File: src/cmp_pkg.sv
package cmp_pkg;

   // ==========================================================
   // bus geometry and register offsets
   // ==========================================================
   localparam int ADDR_W = 8;
   localparam int DATA_W = 32;
   localparam int NPIN   = 6;
   localparam int NCMP   = 2;

   localparam logic [ADDR_W-1:0] CTRL_OFS   = 8'h00;
   localparam logic [ADDR_W-1:0] FLAG_OFS   = 8'h04;
   localparam logic [ADDR_W-1:0] ENABLE_OFS = 8'h08;
   localparam logic [ADDR_W-1:0] PORT_OFS   = 8'h0C;
   localparam logic [ADDR_W-1:0] DIR_OFS    = 8'h10;

   // ==========================================================
   // field positions
   // ==========================================================
   localparam int MODE_LSB  = 0;
   localparam int MODE_W    = 3;
   localparam int CIS_BIT   = 3;
   localparam int INV_LSB   = 4;
   localparam int OUT_LSB   = 6;
   localparam int FLAG_LSB  = 0;
   localparam int IE_LSB    = 0;
   localparam int PERIPHERAL_INTERRUPT_ENABLE_BIT  = 2;
   localparam int GIE_BIT   = 3;

   // ==========================================================
   // reset values and constants
   // ==========================================================
   localparam logic [MODE_W-1:0] MODE_OFF_ANALOG  = 3'h0;
   localparam logic [MODE_W-1:0] MODE_THREE_MUX   = 3'h1;
   localparam logic [MODE_W-1:0] MODE_FOUR_MUX    = 3'h2;
   localparam logic [MODE_W-1:0] MODE_COMMON_REF  = 3'h3;
   localparam logic [MODE_W-1:0] MODE_INDEPENDENT = 3'h4;
   localparam logic [MODE_W-1:0] MODE_ONE_CMP     = 3'h5;
   localparam logic [MODE_W-1:0] MODE_REF_OUTPUTS = 3'h6;
   localparam logic [MODE_W-1:0] MODE_OFF_DIGITAL = 3'h7;

   localparam int PIN_C1_OUT = 4;
   localparam int PIN_C2_OUT = 5;

   localparam logic [NPIN-1:0] DIR_RESET   = 6'h3F;
   localparam logic [NPIN-1:0] PORT_RESET  = 6'h00;
   localparam logic [1:0]      QPHASE_Q1   = 2'h0;
   localparam logic [1:0]      RESP_OKAY   = 2'h0;
   localparam logic [1:0]      RESP_SLVERR = 2'h2;
   localparam logic [DATA_W-1:0] WORD_ZERO = 32'h0000_0000;

   // ==========================================================
   // bus carriers
   // ==========================================================
   typedef struct packed {
      logic              awvalid;
      logic [ADDR_W-1:0] awaddr;
      logic              wvalid;
      logic [DATA_W-1:0] wdata;
      logic [3:0]        wstrb;
      logic              bready;
      logic              arvalid;
      logic [ADDR_W-1:0] araddr;
      logic              rready;
   } axi_req_t;

   typedef struct packed {
      logic              awready;
      logic              wready;
      logic              bvalid;
      logic [1:0]        bresp;
      logic              arready;
      logic              rvalid;
      logic [DATA_W-1:0] rdata;
      logic [1:0]        rresp;
   } axi_rsp_t;

   // pins: 0 c1 neg, 1 c1 pos, 2 c2 neg, 3 c2 pos, 4 c1 out, 5 c2 out
   function automatic logic [NPIN-1:0] analog_mask(
      input logic [MODE_W-1:0] mode);
      case (mode)
         MODE_OFF_ANALOG:  analog_mask = 6'h0F;
         MODE_THREE_MUX:   analog_mask = 6'h0F;
         MODE_FOUR_MUX:    analog_mask = 6'h0F;
         MODE_COMMON_REF:  analog_mask = 6'h0D;
         MODE_INDEPENDENT: analog_mask = 6'h0F;
         MODE_ONE_CMP:     analog_mask = 6'h0C;
         MODE_REF_OUTPUTS: analog_mask = 6'h0D;
         default:          analog_mask = 6'h00;
      endcase
   endfunction : analog_mask

endpackage : cmp_pkg

File: src/cmp_sync.sv
module cmp_sync (
   input  wire logic       ref_clk,
   input  wire logic       reset,
   input  wire logic [1:0] async_in,
   output logic      [1:0] sync_out
);

   // ==========================================================
   // two-stage synchroniser for the raw comparator results
   // ==========================================================
   typedef struct packed {
      logic [1:0] stage1;
      logic [1:0] stage2;
   } sync_state_t;

   sync_state_t st_reg;
   sync_state_t st_next;

   always_comb begin
      st_next        = st_reg;
      st_next.stage1 = async_in;
      st_next.stage2 = st_reg.stage1;
   end

   always_ff @(posedge ref_clk) begin
      if (reset) begin
         st_reg <= '0;
      end else begin
         st_reg <= st_next;
      end
   end

   assign sync_out = st_reg.stage2;

endmodule : cmp_sync

File: src/dual_comparator_control.sv
// The AXI4-Lite interface to the registers and the register offsets were chosen for this implementation.
module dual_comparator_control (
   input  wire logic                      ref_clk,
   input  wire logic                      reset,
   input  wire cmp_pkg::axi_req_t         axi_req,
   output cmp_pkg::axi_rsp_t              axi_rsp,
   input  wire logic [cmp_pkg::NCMP-1:0]  cmp_raw,
   output logic      [cmp_pkg::NCMP-1:0]  cmp_enable,
   output logic      [cmp_pkg::NCMP-1:0]  vin_neg_pos_sel,
   input  wire logic [cmp_pkg::NPIN-1:0]  pin_in,
   output logic      [cmp_pkg::NPIN-1:0]  pin_out,
   output logic      [cmp_pkg::NPIN-1:0]  pin_oe,
   output logic      [cmp_pkg::NPIN-1:0]  input_buffer_off,
   output logic                           irq_request
);

   // ==========================================================
   // state
   // ==========================================================
   typedef struct packed {
      cmp_pkg::axi_rsp_t                  rsp;
      logic                               aw_held;
      logic [cmp_pkg::ADDR_W-1:0]         awaddr;
      logic                               w_held;
      logic [cmp_pkg::DATA_W-1:0]         wdata;
      logic [3:0]                         wstrb;
      logic [cmp_pkg::MODE_W-1:0]         mode;
      logic                               inverting_input_select;
      logic [cmp_pkg::NCMP-1:0]           inv;
      logic [cmp_pkg::NCMP-1:0]           flag;
      logic [cmp_pkg::NCMP-1:0]           ie;
      logic                               peripheral_interrupt_enable;
      logic                               global_interrupt_enable;
      logic [cmp_pkg::NPIN-1:0]           port_latch;
      logic [cmp_pkg::NPIN-1:0]           dir;
      logic [1:0]                         phase;
      logic [cmp_pkg::NCMP-1:0]           ref_latch;
      logic [cmp_pkg::NCMP-1:0]           sample;
      logic                               irq;
      logic [cmp_pkg::NPIN-1:0]           pin_out;
      logic [cmp_pkg::NPIN-1:0]           pin_oe;
      logic [cmp_pkg::NPIN-1:0]           analog;
      logic [cmp_pkg::NCMP-1:0]           enable;
      logic [cmp_pkg::NCMP-1:0]           sel;
   } ctl_state_t;

   ctl_state_t st_reg;
   ctl_state_t st_next;

   logic [cmp_pkg::NCMP-1:0] raw_sync;
   logic [cmp_pkg::NCMP-1:0] cmp_out;
   logic [cmp_pkg::NCMP-1:0] mismatch;
   logic [cmp_pkg::NPIN-1:0] analog_now;

   // ==========================================================
   // synchroniser
   // ==========================================================
   cmp_sync u_sync (
      .ref_clk  (ref_clk),
      .reset    (reset),
      .async_in (cmp_raw),
      .sync_out (raw_sync)
   );

   // ==========================================================
   // helpers
   // ==========================================================
   function automatic logic hit(
      input logic [cmp_pkg::ADDR_W-1:0] addr,
      input logic [cmp_pkg::ADDR_W-1:0] ofs);
      hit = (addr == ofs);
   endfunction : hit

   function automatic logic [cmp_pkg::DATA_W-1:0] ctrl_word(
      input ctl_state_t s,
      input logic [cmp_pkg::NCMP-1:0] outs);
      logic [cmp_pkg::DATA_W-1:0] w;
      w = cmp_pkg::WORD_ZERO;
      w[cmp_pkg::MODE_LSB +: cmp_pkg::MODE_W] = s.mode;
      w[cmp_pkg::CIS_BIT] = s.inverting_input_select;
      w[cmp_pkg::INV_LSB +: cmp_pkg::NCMP] = s.inv;
      w[cmp_pkg::OUT_LSB +: cmp_pkg::NCMP] = outs;
      ctrl_word = w;
   endfunction : ctrl_word

   // ==========================================================
   // comparator view
   // ==========================================================
   always_comb begin
      cmp_out    = raw_sync ^ st_reg.inv;
      mismatch   = st_reg.ref_latch ^ st_reg.sample;
      analog_now = cmp_pkg::analog_mask(st_reg.mode);
   end

   // ==========================================================
   // next state
   // ==========================================================
   always_comb begin
      logic                       do_write;
      logic                       do_read;
      logic [cmp_pkg::DATA_W-1:0] rd;
      logic                       rd_ok;
      logic                       wr_ok;
      logic                       ctrl_touch;
      logic [cmp_pkg::MODE_W-1:0] m;
      do_write   = 1'b0;
      do_read    = 1'b0;
      rd         = cmp_pkg::WORD_ZERO;
      rd_ok      = 1'b0;
      wr_ok      = 1'b0;
      ctrl_touch = 1'b0;
      m          = cmp_pkg::MODE_OFF_ANALOG;
      st_next    = st_reg;

      // instruction cycle phase; second latch on first quarter
      st_next.phase = st_reg.phase + 2'h1;
      if (st_reg.phase == cmp_pkg::QPHASE_Q1) begin
         st_next.sample = cmp_out;
      end

      // a live mismatch keeps the flag up, whatever software did
      st_next.flag = st_reg.flag | mismatch;

      // ---- write channel capture, either order ----
      if (axi_req.awvalid && st_reg.rsp.awready) begin
         st_next.aw_held = 1'b1;
         st_next.awaddr  = axi_req.awaddr;
      end
      if (axi_req.wvalid && st_reg.rsp.wready) begin
         st_next.w_held = 1'b1;
         st_next.wdata  = axi_req.wdata;
         st_next.wstrb  = axi_req.wstrb;
      end
      if (st_reg.rsp.bvalid && axi_req.bready) begin
         st_next.rsp.bvalid = 1'b0;
      end

      do_write = st_reg.aw_held && st_reg.w_held && !st_reg.rsp.bvalid;
      if (do_write) begin
         st_next.aw_held     = 1'b0;
         st_next.w_held      = 1'b0;
         st_next.rsp.bvalid  = 1'b1;
         wr_ok = hit(st_reg.awaddr, cmp_pkg::CTRL_OFS)
              || hit(st_reg.awaddr, cmp_pkg::FLAG_OFS)
              || hit(st_reg.awaddr, cmp_pkg::ENABLE_OFS)
              || hit(st_reg.awaddr, cmp_pkg::PORT_OFS)
              || hit(st_reg.awaddr, cmp_pkg::DIR_OFS);
         st_next.rsp.bresp = wr_ok ? cmp_pkg::RESP_OKAY
                                   : cmp_pkg::RESP_SLVERR;
         if (hit(st_reg.awaddr, cmp_pkg::CTRL_OFS)) begin
            // the write begins with a read of the same register
            ctrl_touch = 1'b1;
         end
         if (st_reg.wstrb[0]) begin
            if (hit(st_reg.awaddr, cmp_pkg::CTRL_OFS)) begin
               st_next.mode = st_reg.wdata[cmp_pkg::MODE_LSB +:
                                           cmp_pkg::MODE_W];
               st_next.inverting_input_select  = st_reg.wdata[cmp_pkg::CIS_BIT];
               st_next.inv  = st_reg.wdata[cmp_pkg::INV_LSB +:
                                           cmp_pkg::NCMP];
            end
            if (hit(st_reg.awaddr, cmp_pkg::FLAG_OFS)) begin
               // a 1 simulates an event; a 0 only clears with no mismatch
               st_next.flag = st_reg.wdata[cmp_pkg::FLAG_LSB +:
                                           cmp_pkg::NCMP]
                            | mismatch;
            end
            if (hit(st_reg.awaddr, cmp_pkg::ENABLE_OFS)) begin
               st_next.ie   = st_reg.wdata[cmp_pkg::IE_LSB +:
                                           cmp_pkg::NCMP];
               st_next.peripheral_interrupt_enable = st_reg.wdata[cmp_pkg::PERIPHERAL_INTERRUPT_ENABLE_BIT];
               st_next.global_interrupt_enable  = st_reg.wdata[cmp_pkg::GIE_BIT];
            end
            if (hit(st_reg.awaddr, cmp_pkg::PORT_OFS)) begin
               st_next.port_latch = st_reg.wdata[cmp_pkg::NPIN-1:0];
            end
            if (hit(st_reg.awaddr, cmp_pkg::DIR_OFS)) begin
               st_next.dir = st_reg.wdata[cmp_pkg::NPIN-1:0];
            end
         end
      end

      // ---- read channel ----
      if (st_reg.rsp.rvalid && axi_req.rready) begin
         st_next.rsp.rvalid = 1'b0;
      end
      do_read = axi_req.arvalid && st_reg.rsp.arready;
      if (do_read) begin
         rd_ok = 1'b1;
         if (hit(axi_req.araddr, cmp_pkg::CTRL_OFS)) begin
            rd = ctrl_word(st_reg, cmp_out);
            ctrl_touch = 1'b1;
         end else if (hit(axi_req.araddr, cmp_pkg::FLAG_OFS)) begin
            rd[cmp_pkg::FLAG_LSB +: cmp_pkg::NCMP] = st_reg.flag;
         end else if (hit(axi_req.araddr, cmp_pkg::ENABLE_OFS)) begin
            rd[cmp_pkg::IE_LSB +: cmp_pkg::NCMP] = st_reg.ie;
            rd[cmp_pkg::PERIPHERAL_INTERRUPT_ENABLE_BIT] = st_reg.peripheral_interrupt_enable;
            rd[cmp_pkg::GIE_BIT]  = st_reg.global_interrupt_enable;
         end else if (hit(axi_req.araddr, cmp_pkg::PORT_OFS)) begin
            rd[cmp_pkg::NPIN-1:0] = pin_in & ~analog_now;
         end else if (hit(axi_req.araddr, cmp_pkg::DIR_OFS)) begin
            rd[cmp_pkg::NPIN-1:0] = st_reg.dir;
         end else begin
            rd_ok = 1'b0;
         end
         st_next.rsp.rvalid = 1'b1;
         st_next.rsp.rdata  = rd;
         st_next.rsp.rresp  = rd_ok ? cmp_pkg::RESP_OKAY
                                    : cmp_pkg::RESP_SLVERR;
      end

      // a change landing in the same cycle as a control access
      // is taken into the reference and so may go unflagged
      if (ctrl_touch) begin
         st_next.ref_latch = cmp_out;
      end

      // ---- ready strobes follow the held slots ----
      st_next.rsp.awready = !st_next.aw_held && !st_next.rsp.bvalid;
      st_next.rsp.wready  = !st_next.w_held && !st_next.rsp.bvalid;
      st_next.rsp.arready = !st_next.rsp.rvalid;

      // ---- interrupt request gating ----
      st_next.irq = |(st_next.flag & st_reg.ie)
                  && st_reg.peripheral_interrupt_enable && st_reg.global_interrupt_enable;

      // ---- analog-side controls follow the mode ----
      m = st_reg.mode;
      st_next.analog = analog_now;
      case (m)
         cmp_pkg::MODE_OFF_ANALOG,
         cmp_pkg::MODE_OFF_DIGITAL: begin
            st_next.enable = 2'h0;
         end
         cmp_pkg::MODE_ONE_CMP: begin
            st_next.enable = 2'h2;
         end
         default: begin
            st_next.enable = 2'h3;
         end
      endcase
      case (m)
         cmp_pkg::MODE_THREE_MUX: begin
            st_next.sel = {1'b0, st_reg.inverting_input_select};
         end
         cmp_pkg::MODE_FOUR_MUX: begin
            st_next.sel = {st_reg.inverting_input_select, st_reg.inverting_input_select};
         end
         default: begin
            st_next.sel = 2'h0;
         end
      endcase

      // ---- pins: ports unless the mode claims them ----
      st_next.pin_oe = ~st_reg.dir;
      for (int i = 0; i < cmp_pkg::NPIN; i++) begin
         st_next.pin_out[i] = st_reg.port_latch[i];
      end
      if (m == cmp_pkg::MODE_REF_OUTPUTS) begin
         st_next.pin_out[cmp_pkg::PIN_C1_OUT] = cmp_out[0];
         st_next.pin_out[cmp_pkg::PIN_C2_OUT] = cmp_out[1];
      end
   end

   // ==========================================================
   // registers
   // ==========================================================
   always_ff @(posedge ref_clk) begin
      if (reset) begin
         st_reg            <= '0;
         st_reg.mode       <= cmp_pkg::MODE_OFF_ANALOG;
         st_reg.dir        <= cmp_pkg::DIR_RESET;
         st_reg.port_latch <= cmp_pkg::PORT_RESET;
         st_reg.analog     <= cmp_pkg::analog_mask(
                                 cmp_pkg::MODE_OFF_ANALOG);
         st_reg.phase      <= cmp_pkg::QPHASE_Q1;
      end else begin
         st_reg <= st_next;
      end
   end

   // ==========================================================
   // outputs
   // ==========================================================
   assign axi_rsp          = st_reg.rsp;
   assign cmp_enable       = st_reg.enable;
   assign vin_neg_pos_sel  = st_reg.sel;
   assign pin_out          = st_reg.pin_out;
   assign pin_oe           = st_reg.pin_oe;
   assign input_buffer_off = st_reg.analog;
   assign irq_request      = st_reg.irq;

endmodule : dual_comparator_control

File: config.mk
export PLATFORM = sky130hd
export DESIGN_NAME = dual_comparator_control
export DESIGN_NICKNAME = d
export VERILOG_FILES = /design/src/cmp_pkg.sv /design/src/cmp_sync.sv /design/src/dual_comparator_control.sv
export SDC_FILE = /design/constraint.sdc
export NUM_CORES = 1
export LEC_CHECK = 0
export ABC_CLOCK_PERIOD_IN_PS = 2500
export BUFFER_PORTS_ARGS = -buffer_cell sky130_fd_sc_hd__buf_2
export CELL_PAD_IN_SITES_DETAIL_PLACEMENT = 1
export CELL_PAD_IN_SITES_GLOBAL_PLACEMENT = 1
export CORE_MARGIN = 10
export CORE_UTILIZATION = 37
export CTS_CLUSTER_DIAMETER = 120
export DETAILED_ROUTE_END_ITERATION = 7
export PLACE_DENSITY = 0.79
export SLEW_MARGIN = 0
export SYNTH_ARGS = -nofsm -noshare
export SYNTH_HDL_FRONTEND = slang
export SYNTH_SLANG_ARGS = --single-unit
export TNS_END_PERCENT = 100
File: constraint.sdc
create_clock -name ref_clk -period 2.5 [get_ports ref_clk]
set_clock_uncertainty 0.1 [all_clocks]
set_input_delay 0.375 -clock ref_clk [delete_from_list [all_inputs] [get_ports ref_clk]]
set_output_delay 0.375 -clock ref_clk [all_outputs]
set_load 0.01 [all_outputs]
==> impl_metrics.ini, run 1 <==
[run_status]
status = completed

[power_and_ir_drop]
intPower_uw = 2160
p_switching_uw = 701.8
pwr-share-clk = 0.423
comb_power_share = 0.074
seq_power_share = 0.504
peakVddDrop_mv = 0.2677
p_sw_frac = 0.2452
p_leak_uw = 0.001690
p_per_area_nw_per_um2 = 670.8

[route]
wirelength_mm = 9.451
remaining_drc_errors = 0
drt_iter0_drc = 181
firstDrtPassIters = 4
vias = 2970
ant_nets = 0
post_drt_wl_per_cell_um = 15.73
routed_via_density = 4.942

[place]
numPortBuffers = 73
hpwl_mm = 7.222
gp_congestion = 0.7647
postPlaceCellArea_um2 = 4015
numPlacedInstances = 585
place_worst_setup_slack_ns = 0.3122

[timing]
min_period_ns = 2.097
timing.fmax_mhz = 477.0
final-hold-violation-count = 0
setup_ws_ns = 0.4034
tns_ns = 0
worstMarginPinSlew_ns = 0.6479
maxSlewHeadroom = 0.5641
rsz0062_at_grt = no
drv_slew = 0
post-route-period-util = 0.8386
setup_viol = 0

[die]
ioPinCount = 131
rows = 37
die_area_um2 = 15100
die_x_um = 122.9
die_h_um = 122.9
start_util = 0.3792
core_um2 = 10320

[critical_path]
crit_fanout = 7
startpoint = st_reg[91]$_SDFFE_PP0P_
cp.arrival_ns = 2.24
critPathCapture = st_reg[40]$_SDFFE_PP0P_
r2r_setup_slack_ns = 0.40
r2r_cells = 4
reg2reg_from = st_reg[91]$_SDFFE_PP0P_
endpoint_kind = flop
crit_path_top_delay_cell = or4_4
cp-start-kind = flop
crit_type = reg2reg
path_cells = or4_4 > nor4_4 > mux2i_1 > nor2_1
crit_family = simple AND/OR/NAND/NOR gates
cp_num_buf_inv = 0
cp_num_cells = 4
worstPathRequired_ns = 2.64
rr_endpoint = st_reg[40]$_SDFFE_PP0P_
critical-path-max-stage-delay_ns = 0.64

[clock_network]
cts_num_sinks = 86
cts_max_level = 3
cts_root_buffer = clkbuf_8
ctsHoldBuffers = 0
cts_buffer_depth = 2
clkSlewWorstSetupHoldPaths_ns = 0.09
cts_setup_buffers = 0
cts_tree = done
cts_resized = 0
insertion_delay_ns = 0.36
numCtsBuffers = 9

[worst_hold_path]
hp-class = in2reg

[synthesis]
yosysWarnings = 0
ys_ff_latch = 86
syn_area_per_cell_um2 = 9.042
synthCells = 433
synth.distinct_cells = 50
synth_edf_count = 0
async_flop_share = 0
ys_seq_area_frac = 0.4398
syn_area_um2 = 3915
synth-main-ff-cell = dfxtp_1

[finish]
largest_register_ffs = 43
final_area_um2 = 4267
final_util = 0.4133
fin_cells = 601
antenna_cells = 0
layout-drive-gt1-share = 0.2194
final_nets = 528
areaGrowthSynthToFinish_pct = 8.980

[grt]
grt_overflow_total = 0
grt.busiest_layer = met2
grt_use_total = 0.1245
antenna_found_initial = 0
use_met2 = 0.2102
grt_pass1_wl_mm = 15.26
grt_pass1_vias = 3091
grt_max_degree = 73
gr-usage-met1 = 0.1457
use_met3 = 0.03352

[job]
cap_violations = 0
per-stage QoR:
step	power (uW)	hold WS (ns)
2_1_floorplan	1653	0.2925
4_1_cts	2894	0.1222
6_report	2862	0.1358
5_1_grt	2990	0.1208
3_3_place_gp	1672	0.3010
3_5_place_dp	1683	0.3105
layout make-up:
class	count	area, um2
inverter	4	15.01
multi-input combinational	282	1700
sequential	86	1722
tap	136	170.2
fill	1226	6057
timing repair buffer	77	407.9
clock inverter	7	127.6
clock buffer	9	123.9
cells in the mapped netlist (3+ instances only):
library cell,n,share of area
mux2i_1,20,0.051
nand3_1,8,0.010
or4bb_1,3,0.0086
nor4_4,5,0.027
or3_1,4,0.0064
nand3b_1,5,0.0096
nand2_1,36,0.035
a211o_1,6,0.013
inv_1,4,0.0038
nand2b_1,3,0.0048
xnor2_1,3,0.0067
dfxtp_1,86,0.44
and2_1,5,0.0080
nor3_1,8,0.010
nor3b_1,3,0.0058
nor4_1,5,0.0080
clkbuf_1,20,0.019
nor2_1,45,0.043
a21oi_1,26,0.033
nor2b_1,16,0.026
o21ai_0,11,0.014
a22oi_1,4,0.0077
buf_4,64,0.12
a211oi_1,7,0.013
o22ai_1,4,0.0064
a31oi_1,4,0.0064
worst reg2reg max path, cell delays in order (launching register included):
cell and delay (ns):
dfxtp_1 0.32, or4_4 0.64, nor4_4 0.57, mux2i_1 0.29, nor2_1 0.06
cell usage in the layout, fill, tap and decap left out, drive strengths merged, types with 8 or more instances in the layout:
cell / count
dfxtp: 86
buf: 77
nor2: 45
nand2: 36
conb: 28
a21oi: 26
mux2i: 20
nor2b: 16
o21ai: 11
nor4: 10
clkbuf: 9
nand3: 8
nor3: 8
power groups by stage:
| stage | combinational [uW] | clock [uW] | sequential, uW |
|---|---|---|---|
| after global placement | 201 | 0 | 1470 |
| after CTS | 211 | 1240 | 1440 |
| final | 210 | 1210 | 1440 |
| after floorplan | 198 | 0 | 1460 |
| after detailed placement | 209 | 0 | 1470 |
| after global routing | 238 | 1300 | 1450 |
logic make-up (layout without fill, tap and decap cells):
family | count (synthesis) | in the layout | synth area share
flops | 86 | 86 | 0.4398
buf+inv | 92 | 97 | 0.1518
compound gates | 70 | 70 | 0.1115
other cells | 1 | 28 | 0.0009579
fa+ha+maj | 1 | 1 | 0.003195
xor+xnor | 5 | 5 | 0.01119
mux | 20 | 20 | 0.05113
simple gates | 158 | 158 | 0.2304
routing by layer:
metal / vias up / share of wire / routed length, um
met4: 0 / 0.016 / 154
met2: 73 / 0.49 / 4633
met1: 1437 / 0.43 / 4063
li1: 1446 / - / -
met3: 14 / 0.063 / 599
met5: - / 0 / 0
worst min path at each step:
stage / cells after the start / start / end / slack [ns]
2_1_floorplan: 1 / st_reg[27]$_SDFF_PP0_ / st_reg[27]$_SDFF_PP0_ / 0.29
3_5_place_dp: 1 / st_reg[27]$_SDFF_PP0_ / st_reg[27]$_SDFF_PP0_ / 0.31
5_1_grt: 2 / cmp_raw[0] / u_sync.st_next[0]$_SDFF_PP0_ / 0.12
3_3_place_gp: 1 / st_reg[27]$_SDFF_PP0_ / st_reg[27]$_SDFF_PP0_ / 0.30
4_1_cts: 2 / cmp_raw[0] / u_sync.st_next[0]$_SDFF_PP0_ / 0.12
6_report: 2 / cmp_raw[1] / u_sync.st_next[1]$_SDFF_PP0_ / 0.14
(Power assumes the default switching activity.)
==> inputs of run 2 (changes only) <==
--- a/config.mk
+++ b/config.mk
@@ -5,15 +5,15 @@
 export SDC_FILE = /design/constraint.sdc
 export NUM_CORES = 1
 export LEC_CHECK = 0
-export ABC_CLOCK_PERIOD_IN_PS = 2500
+export ABC_CLOCK_PERIOD_IN_PS = 1700
 export BUFFER_PORTS_ARGS = -buffer_cell sky130_fd_sc_hd__buf_2
 export CELL_PAD_IN_SITES_DETAIL_PLACEMENT = 1
 export CELL_PAD_IN_SITES_GLOBAL_PLACEMENT = 1
 export CORE_MARGIN = 10
-export CORE_UTILIZATION = 37
+export CORE_UTILIZATION = 33
 export CTS_CLUSTER_DIAMETER = 120
 export DETAILED_ROUTE_END_ITERATION = 7
-export PLACE_DENSITY = 0.79
+export PLACE_DENSITY = 0.74
 export SLEW_MARGIN = 0
 export SYNTH_ARGS = -nofsm -noshare
 export SYNTH_HDL_FRONTEND = slang
==> constraint.sdc (replaced) <==
create_clock -name ref_clk -period 1.7 [get_ports ref_clk]
set_clock_uncertainty 0.1 [all_clocks]
set_input_delay 0.255 -clock ref_clk [delete_from_list [all_inputs] [get_ports ref_clk]]
set_output_delay 0.255 -clock ref_clk [all_outputs]
set_load 0.01 [all_outputs]
==> run 2 against run 1 <==
Net effect: the flow now finishes with violations (negative setup slack); clock-buffer cell count is the same; clock power grew 74%; final cell count grew 5.8%; design area grew 8.8%; first-iteration DRC count shrank 73%; maximum frequency grew 11%; global-route usage shrank 0.59 points; routed wire length grew 5.4%; total power grew 59%; largest power group unchanged.
==> impl_metrics.ini, run 2 (synthesis results as in run 1) <==
[run_status]
status = complete, but fails checks
violations = negative setup slack

[finish]
final_common_cell = dfxtp_1
largest_register_ffs = 43
register_area_um2 = 1724
multi_input_area_um2 = 1737
final_nets = 556
antenna_cells = 0
areaGrowthSynthToFinish_pct = 18.54
layout-drive-gt1-share = 0.2819
final_cell_mix = dfxtp_1 (84), buf_2 (73), nor2_1 (45)
fill_cells = 1362
final_util = 0.4030

[clock_network]
cts_max_level = 3
cts_root_buffer = clkbuf_16
ctsHoldBuffers = 0
cts_buffer_depth = 2
cts_tree = done
numCtsBuffers = 9
cts_num_sinks = 86
clkSlewWorstSetupHoldPaths_ns = 0.06
insertion_delay_ns = 0.33

[route]
drt_iter0_drc = 48
post_drt_wl_per_cell_um = 15.66
ant_nets = 0
vias = 3056
routed_via_density = 4.805
wirelength_mm = 9.957
remaining_drc_errors = 0
firstDrtPassIters = 4

[critical_path]
endpoint_kind = flop
critPathCapture = st_reg[33]$_SDFFE_PP1P_
startpoint = st_reg[97]$_SDFFE_PP0P_
cp.arrival_ns = 2.00
crit_family = simple AND/OR/NAND/NOR gates
rr_endpoint = st_reg[33]$_SDFFE_PP1P_
path_cells = or4_4 > nor4_4 > buf_6 > nor2b_1 > a211o_1
critical-path-max-stage-delay_ns = 0.64
reg2reg_from = st_reg[97]$_SDFFE_PP0P_
r2r_cells = 5
cp_num_cells = 5
r2r_setup_slack_ns = -0.19
cp_num_buf_inv = 1
crit_type = reg2reg
crit_fanout = 8
crit_path_top_delay_cell = or4_4
worstPathRequired_ns = 1.82
cp-start-kind = flop

[place]
hpwl_mm = 7.682
gp_congestion = 0.7703
numPortBuffers = 73

[die]
ioPinCount = 131
die_area_um2 = 16620
die_h_um = 128.9
core_um2 = 11520
rows = 39
start_util = 0.3400
die_x_um = 128.9

[grt]
grt_max_degree = 87
grt_pass1_wl_mm = 16.14
grt_overflow_total = 0
grt_use_total = 0.1186
grt_pass1_vias = 3281
antenna_found_initial = 0

[timing]
drv_slew = 0
rsz0062_at_grt = yes
tns_ns = -3.623
final-hold-violation-count = 0
setup_ws_ns = -0.1850
timing.fmax_mhz = 530.5
post-route-period-util = 1.109
setup_viol = 27
min_period_ns = 1.885

[job]
cap_violations = 0

[power_and_ir_drop]
peakVddDrop_mv = 0.5316
p_leak_uw = 0.001899
p_per_area_nw_per_um2 = 983.4
total_power_uw = 4564

[worst_hold_path]
hp-class = in2reg
## run 2: worst min-delay path by stage
stage	start	end	slack, ns	cells after the start
final	cmp_raw[0]	u_sync.st_next[0]$_SDFF_PP0_	0.03	2
after floorplan	cmp_raw[0]	u_sync.st_next[0]$_SDFF_PP0_	0.28	1
after detailed placement	st_reg[27]$_SDFF_PP0_	st_reg[27]$_SDFF_PP0_	0.31	1
after global routing	cmp_raw[0]	u_sync.st_next[0]$_SDFF_PP0_	0.03	2
after CTS	cmp_raw[0]	u_sync.st_next[0]$_SDFF_PP0_	0.03	2
after global placement	st_reg[27]$_SDFF_PP0_	st_reg[27]$_SDFF_PP0_	0.30	1
## run 2: worst register-to-register path, stage by stage (launching register included)
cell     delay, ns
dfxtp_2       0.32
or4_4         0.64
nor4_4        0.21
buf_6         0.19
nor2b_1       0.06
a211o_1       0.26
## run 2: layer usage
metal  wire (um)  vias up  global-route usage
li1            -     1508                   -
met1        4216     1468              0.1322
met2        5033       74              0.2127
met3         622        6             0.03901
met4          84        0             0.03010
met5           0        -                   0
## run 2: area by class of cell
cell class,count,share of cell area
well taps,143,0.03855
repair buffers,105,0.1429
clock buffers,9,0.04853
clock inverters,7,0.02103
multi-input cells,282,0.3742
flip-flops and latches,86,0.3715
inverters,4,0.003235
## run 2: report_power, final
part | switching, uW | internal, uW
clock network | 810 | 1290
logic | 208 | 136
registers | 51.8 | 2070
## run 2: repair_timing
| item | in CTS | in global routing |
|---|---|---|
| setup buffers | 3 | 1 |
| resized for setup | 4 | 6 |
| pin swaps | 2 | 10 |
| endpoints found under the setup margin | 27 | 27 |
## run 2: per-stage QoR
step / instances / hold WS (ns) / setup slack (ns) / area (um2)
after floorplan: 460 / 0.2832 / -0.1241 / 4034
after global placement: 616 / 0.3012 / -0.1380 / 4254
after detailed placement: 616 / 0.3108 / -0.2057 / 4254
after CTS: 635 / 0.03039 / -0.1775 / 4613
after global routing: 636 / 0.02889 / -0.2475 / 4641
final: 636 / 0.03374 / -0.1850 / 4641
==> inputs of run 3 (changes only) <==
--- a/config.mk
+++ b/config.mk
@@ -14,6 +14,7 @@
 export CTS_CLUSTER_DIAMETER = 120
 export DETAILED_ROUTE_END_ITERATION = 7
 export PLACE_DENSITY = 0.74
+export SETUP_SLACK_MARGIN = 0.05
 export SLEW_MARGIN = 0
 export SYNTH_ARGS = -nofsm -noshare
 export SYNTH_HDL_FRONTEND = slang
==> run 3 against run 2 <==
Net effect: the flow still finishes with violations (negative setup slack); hold slack lost 0.00094 ns; largest cell class unchanged; sequential share of layout area grew 0.55 points; largest power group unchanged; design area shrank 1.1%; non-clock buffer count shrank 5; combinational power is essentially flat; highest routed layer unchanged; total power shrank 1.8%; core utilization shrank 0.45 points; routed wire length shrank 0.79%; register-to-register slack gained 0.04 ns; flip-flop and latch count is the same; global-route usage shrank 0.36 points; clock power shrank 4%.
==> impl_metrics.ini, run 3 (synthesis results as in run 1) <==
[die]
die_x_um = 128.9
die_h_um = 128.9
die_area_um2 = 16620
ioPinCount = 131
rows = 39
core_um2 = 11520
start_util = 0.3400

[route]
firstDrtPassIters = 4
vias = 3025
drt_iter0_drc = 90
routed_via_density = 4.794
remaining_drc_errors = 0
post_drt_wl_per_cell_um = 15.65
ant_nets = 0
wirelength_mm = 9.878

[clock_network]
clkSlewWorstSetupHoldPaths_ns = 0.07
cts_buffer_depth = 2
cts_max_level = 3
insertion_delay_ns = 0.34
cts_num_sinks = 86
cts_root_buffer = clkbuf_16
numCtsBuffers = 9
cts_tree = done

[finish]
fin_cells = 631
fill_cells = 1346
final_util = 0.3985
final_area_um2 = 4589
areaGrowthSynthToFinish_pct = 17.23
final_nets = 551
layout-drive-gt1-share = 0.2787
largest_register_ffs = 43
final_common_cell = dfxtp_1
final_cell_mix = dfxtp_1 (83), buf_2 (73), nor2_1 (45)
antenna_cells = 0

[timing]
timing.fmax_mhz = 542.9
post-route-period-util = 1.084
drv_slew = 0
hold_slack_ns = 0.03280
setup_ws_ns = -0.1421
setup_viol = 27
final-hold-violation-count = 0
rsz0062_at_grt = yes
min_period_ns = 1.842

[place]
hpwl_mm = 7.355
numPortBuffers = 73
postPlaceCellArea_um2 = 4204
gp_congestion = 0.7970
numPlacedInstances = 611

[critical_path]
worstPathRequired_ns = 1.84
crit_type = reg2reg
cp_num_buf_inv = 2
crit_path_top_delay_cell = or4bb_4
crit_fanout = 4
cp-start-kind = flop
endpoint_kind = flop
cp.arrival_ns = 1.98
path_cells = buf_6 > or4bb_4 > nor4_4 > buf_4 > a21oi_1 > o21a_1
crit_family = simple AND/OR/NAND/NOR gates
critical-path-max-stage-delay_ns = 0.52

[grt]
antenna_found_initial = 0
grt_overflow_total = 0
grt_use_total = 0.1150
grt_max_degree = 87
grt_pass1_vias = 3156
grt_pass1_wl_mm = 15.37

[run_status]
status = complete, but fails checks
violations = negative setup slack

[job]
cap_violations = 0

[worst_hold_path]
hp-class = in2reg

[power_and_ir_drop]
p_per_area_nw_per_um2 = 976.5
peakVddDrop_mv = 0.4278
total_power_uw = 4482
p_leak_uw = 0.001865
[run 3: cell types whose count changed in the layout (fill, tap and decap cells not counted), sizes merged]
cell and delta:
buf -5, clkinvlp -2, inv +2, bufinv -1
clkbuf +1
[run 3: worst paths after layout]
| kind | depth (start not counted) | slack [ns] | endpoint | from |
|---|---|---|---|---|
| worst max-delay path | 6 | -0.14 | irq_request$_SDFF_PP0_ | st_reg[92]$_SDFFE_PP0P_ |
| worst min-delay path | 2 | 0.03 | u_sync.st_next[0]$_SDFF_PP0_ | cmp_raw[0] |
| worst max register to register | 6 | -0.14 | irq_request$_SDFF_PP0_ | st_reg[92]$_SDFFE_PP0P_ |
| worst min register to register | 1 | 0.31 | st_reg[27]$_SDFF_PP0_ | st_reg[27]$_SDFF_PP0_ |
[run 3: layout make-up]
type / instances / area, um2 / share of cell area
sequential: 86 / 1730 / 0.3770
clock inverter: 6 / 66.31 / 0.01445
timing repair buffer: 100 / 620.6 / 0.1352
tap: 143 / 178.9 / 0.03899
multi-input combinational: 282 / 1739 / 0.3790
clock buffer: 10 / 239.0 / 0.05207
inverter: 4 / 15.01 / 0.003272
[run 3: metal layers]
metal | share of wire | track usage | vias up | wire, um
met5 | 0 | 0 | - | 0
met4 | 0.0087 | 0.03880 | 0 | 86
met3 | 0.054 | 0.03696 | 5 | 534
met2 | 0.49 | 0.1966 | 70 | 4800
met1 | 0.45 | 0.1330 | 1454 | 4457
li1 | - | - | 1496 | -
[run 3: per-stage QoR]
step	setup TNS, ns	setup slack (ns)
final	-2.503	-0.1421
after global routing	-4.699	-0.2183
after CTS	-2.787	-0.1419
after detailed placement	-3.839	-0.1812
after global placement	-2.625	-0.1339
after floorplan	-2.465	-0.1241
[run 3: what timing repair did]
action                                  CTS  global route
endpoints found under the setup margin   27            27
hold buffers                              0             0
pin swaps                                 7             4
gates resized for setup                  11             5
setup buffers                             2             2
[run 3: where the power goes]
part	total, uW	internal (uW)	switching, uW	leakage, uW
registers	2120	2060	53.2	0.000700
logic	344	135	209	0.00101
clock network	2020	1190	830	0.000154
total	4480	3390	1090	0.00187
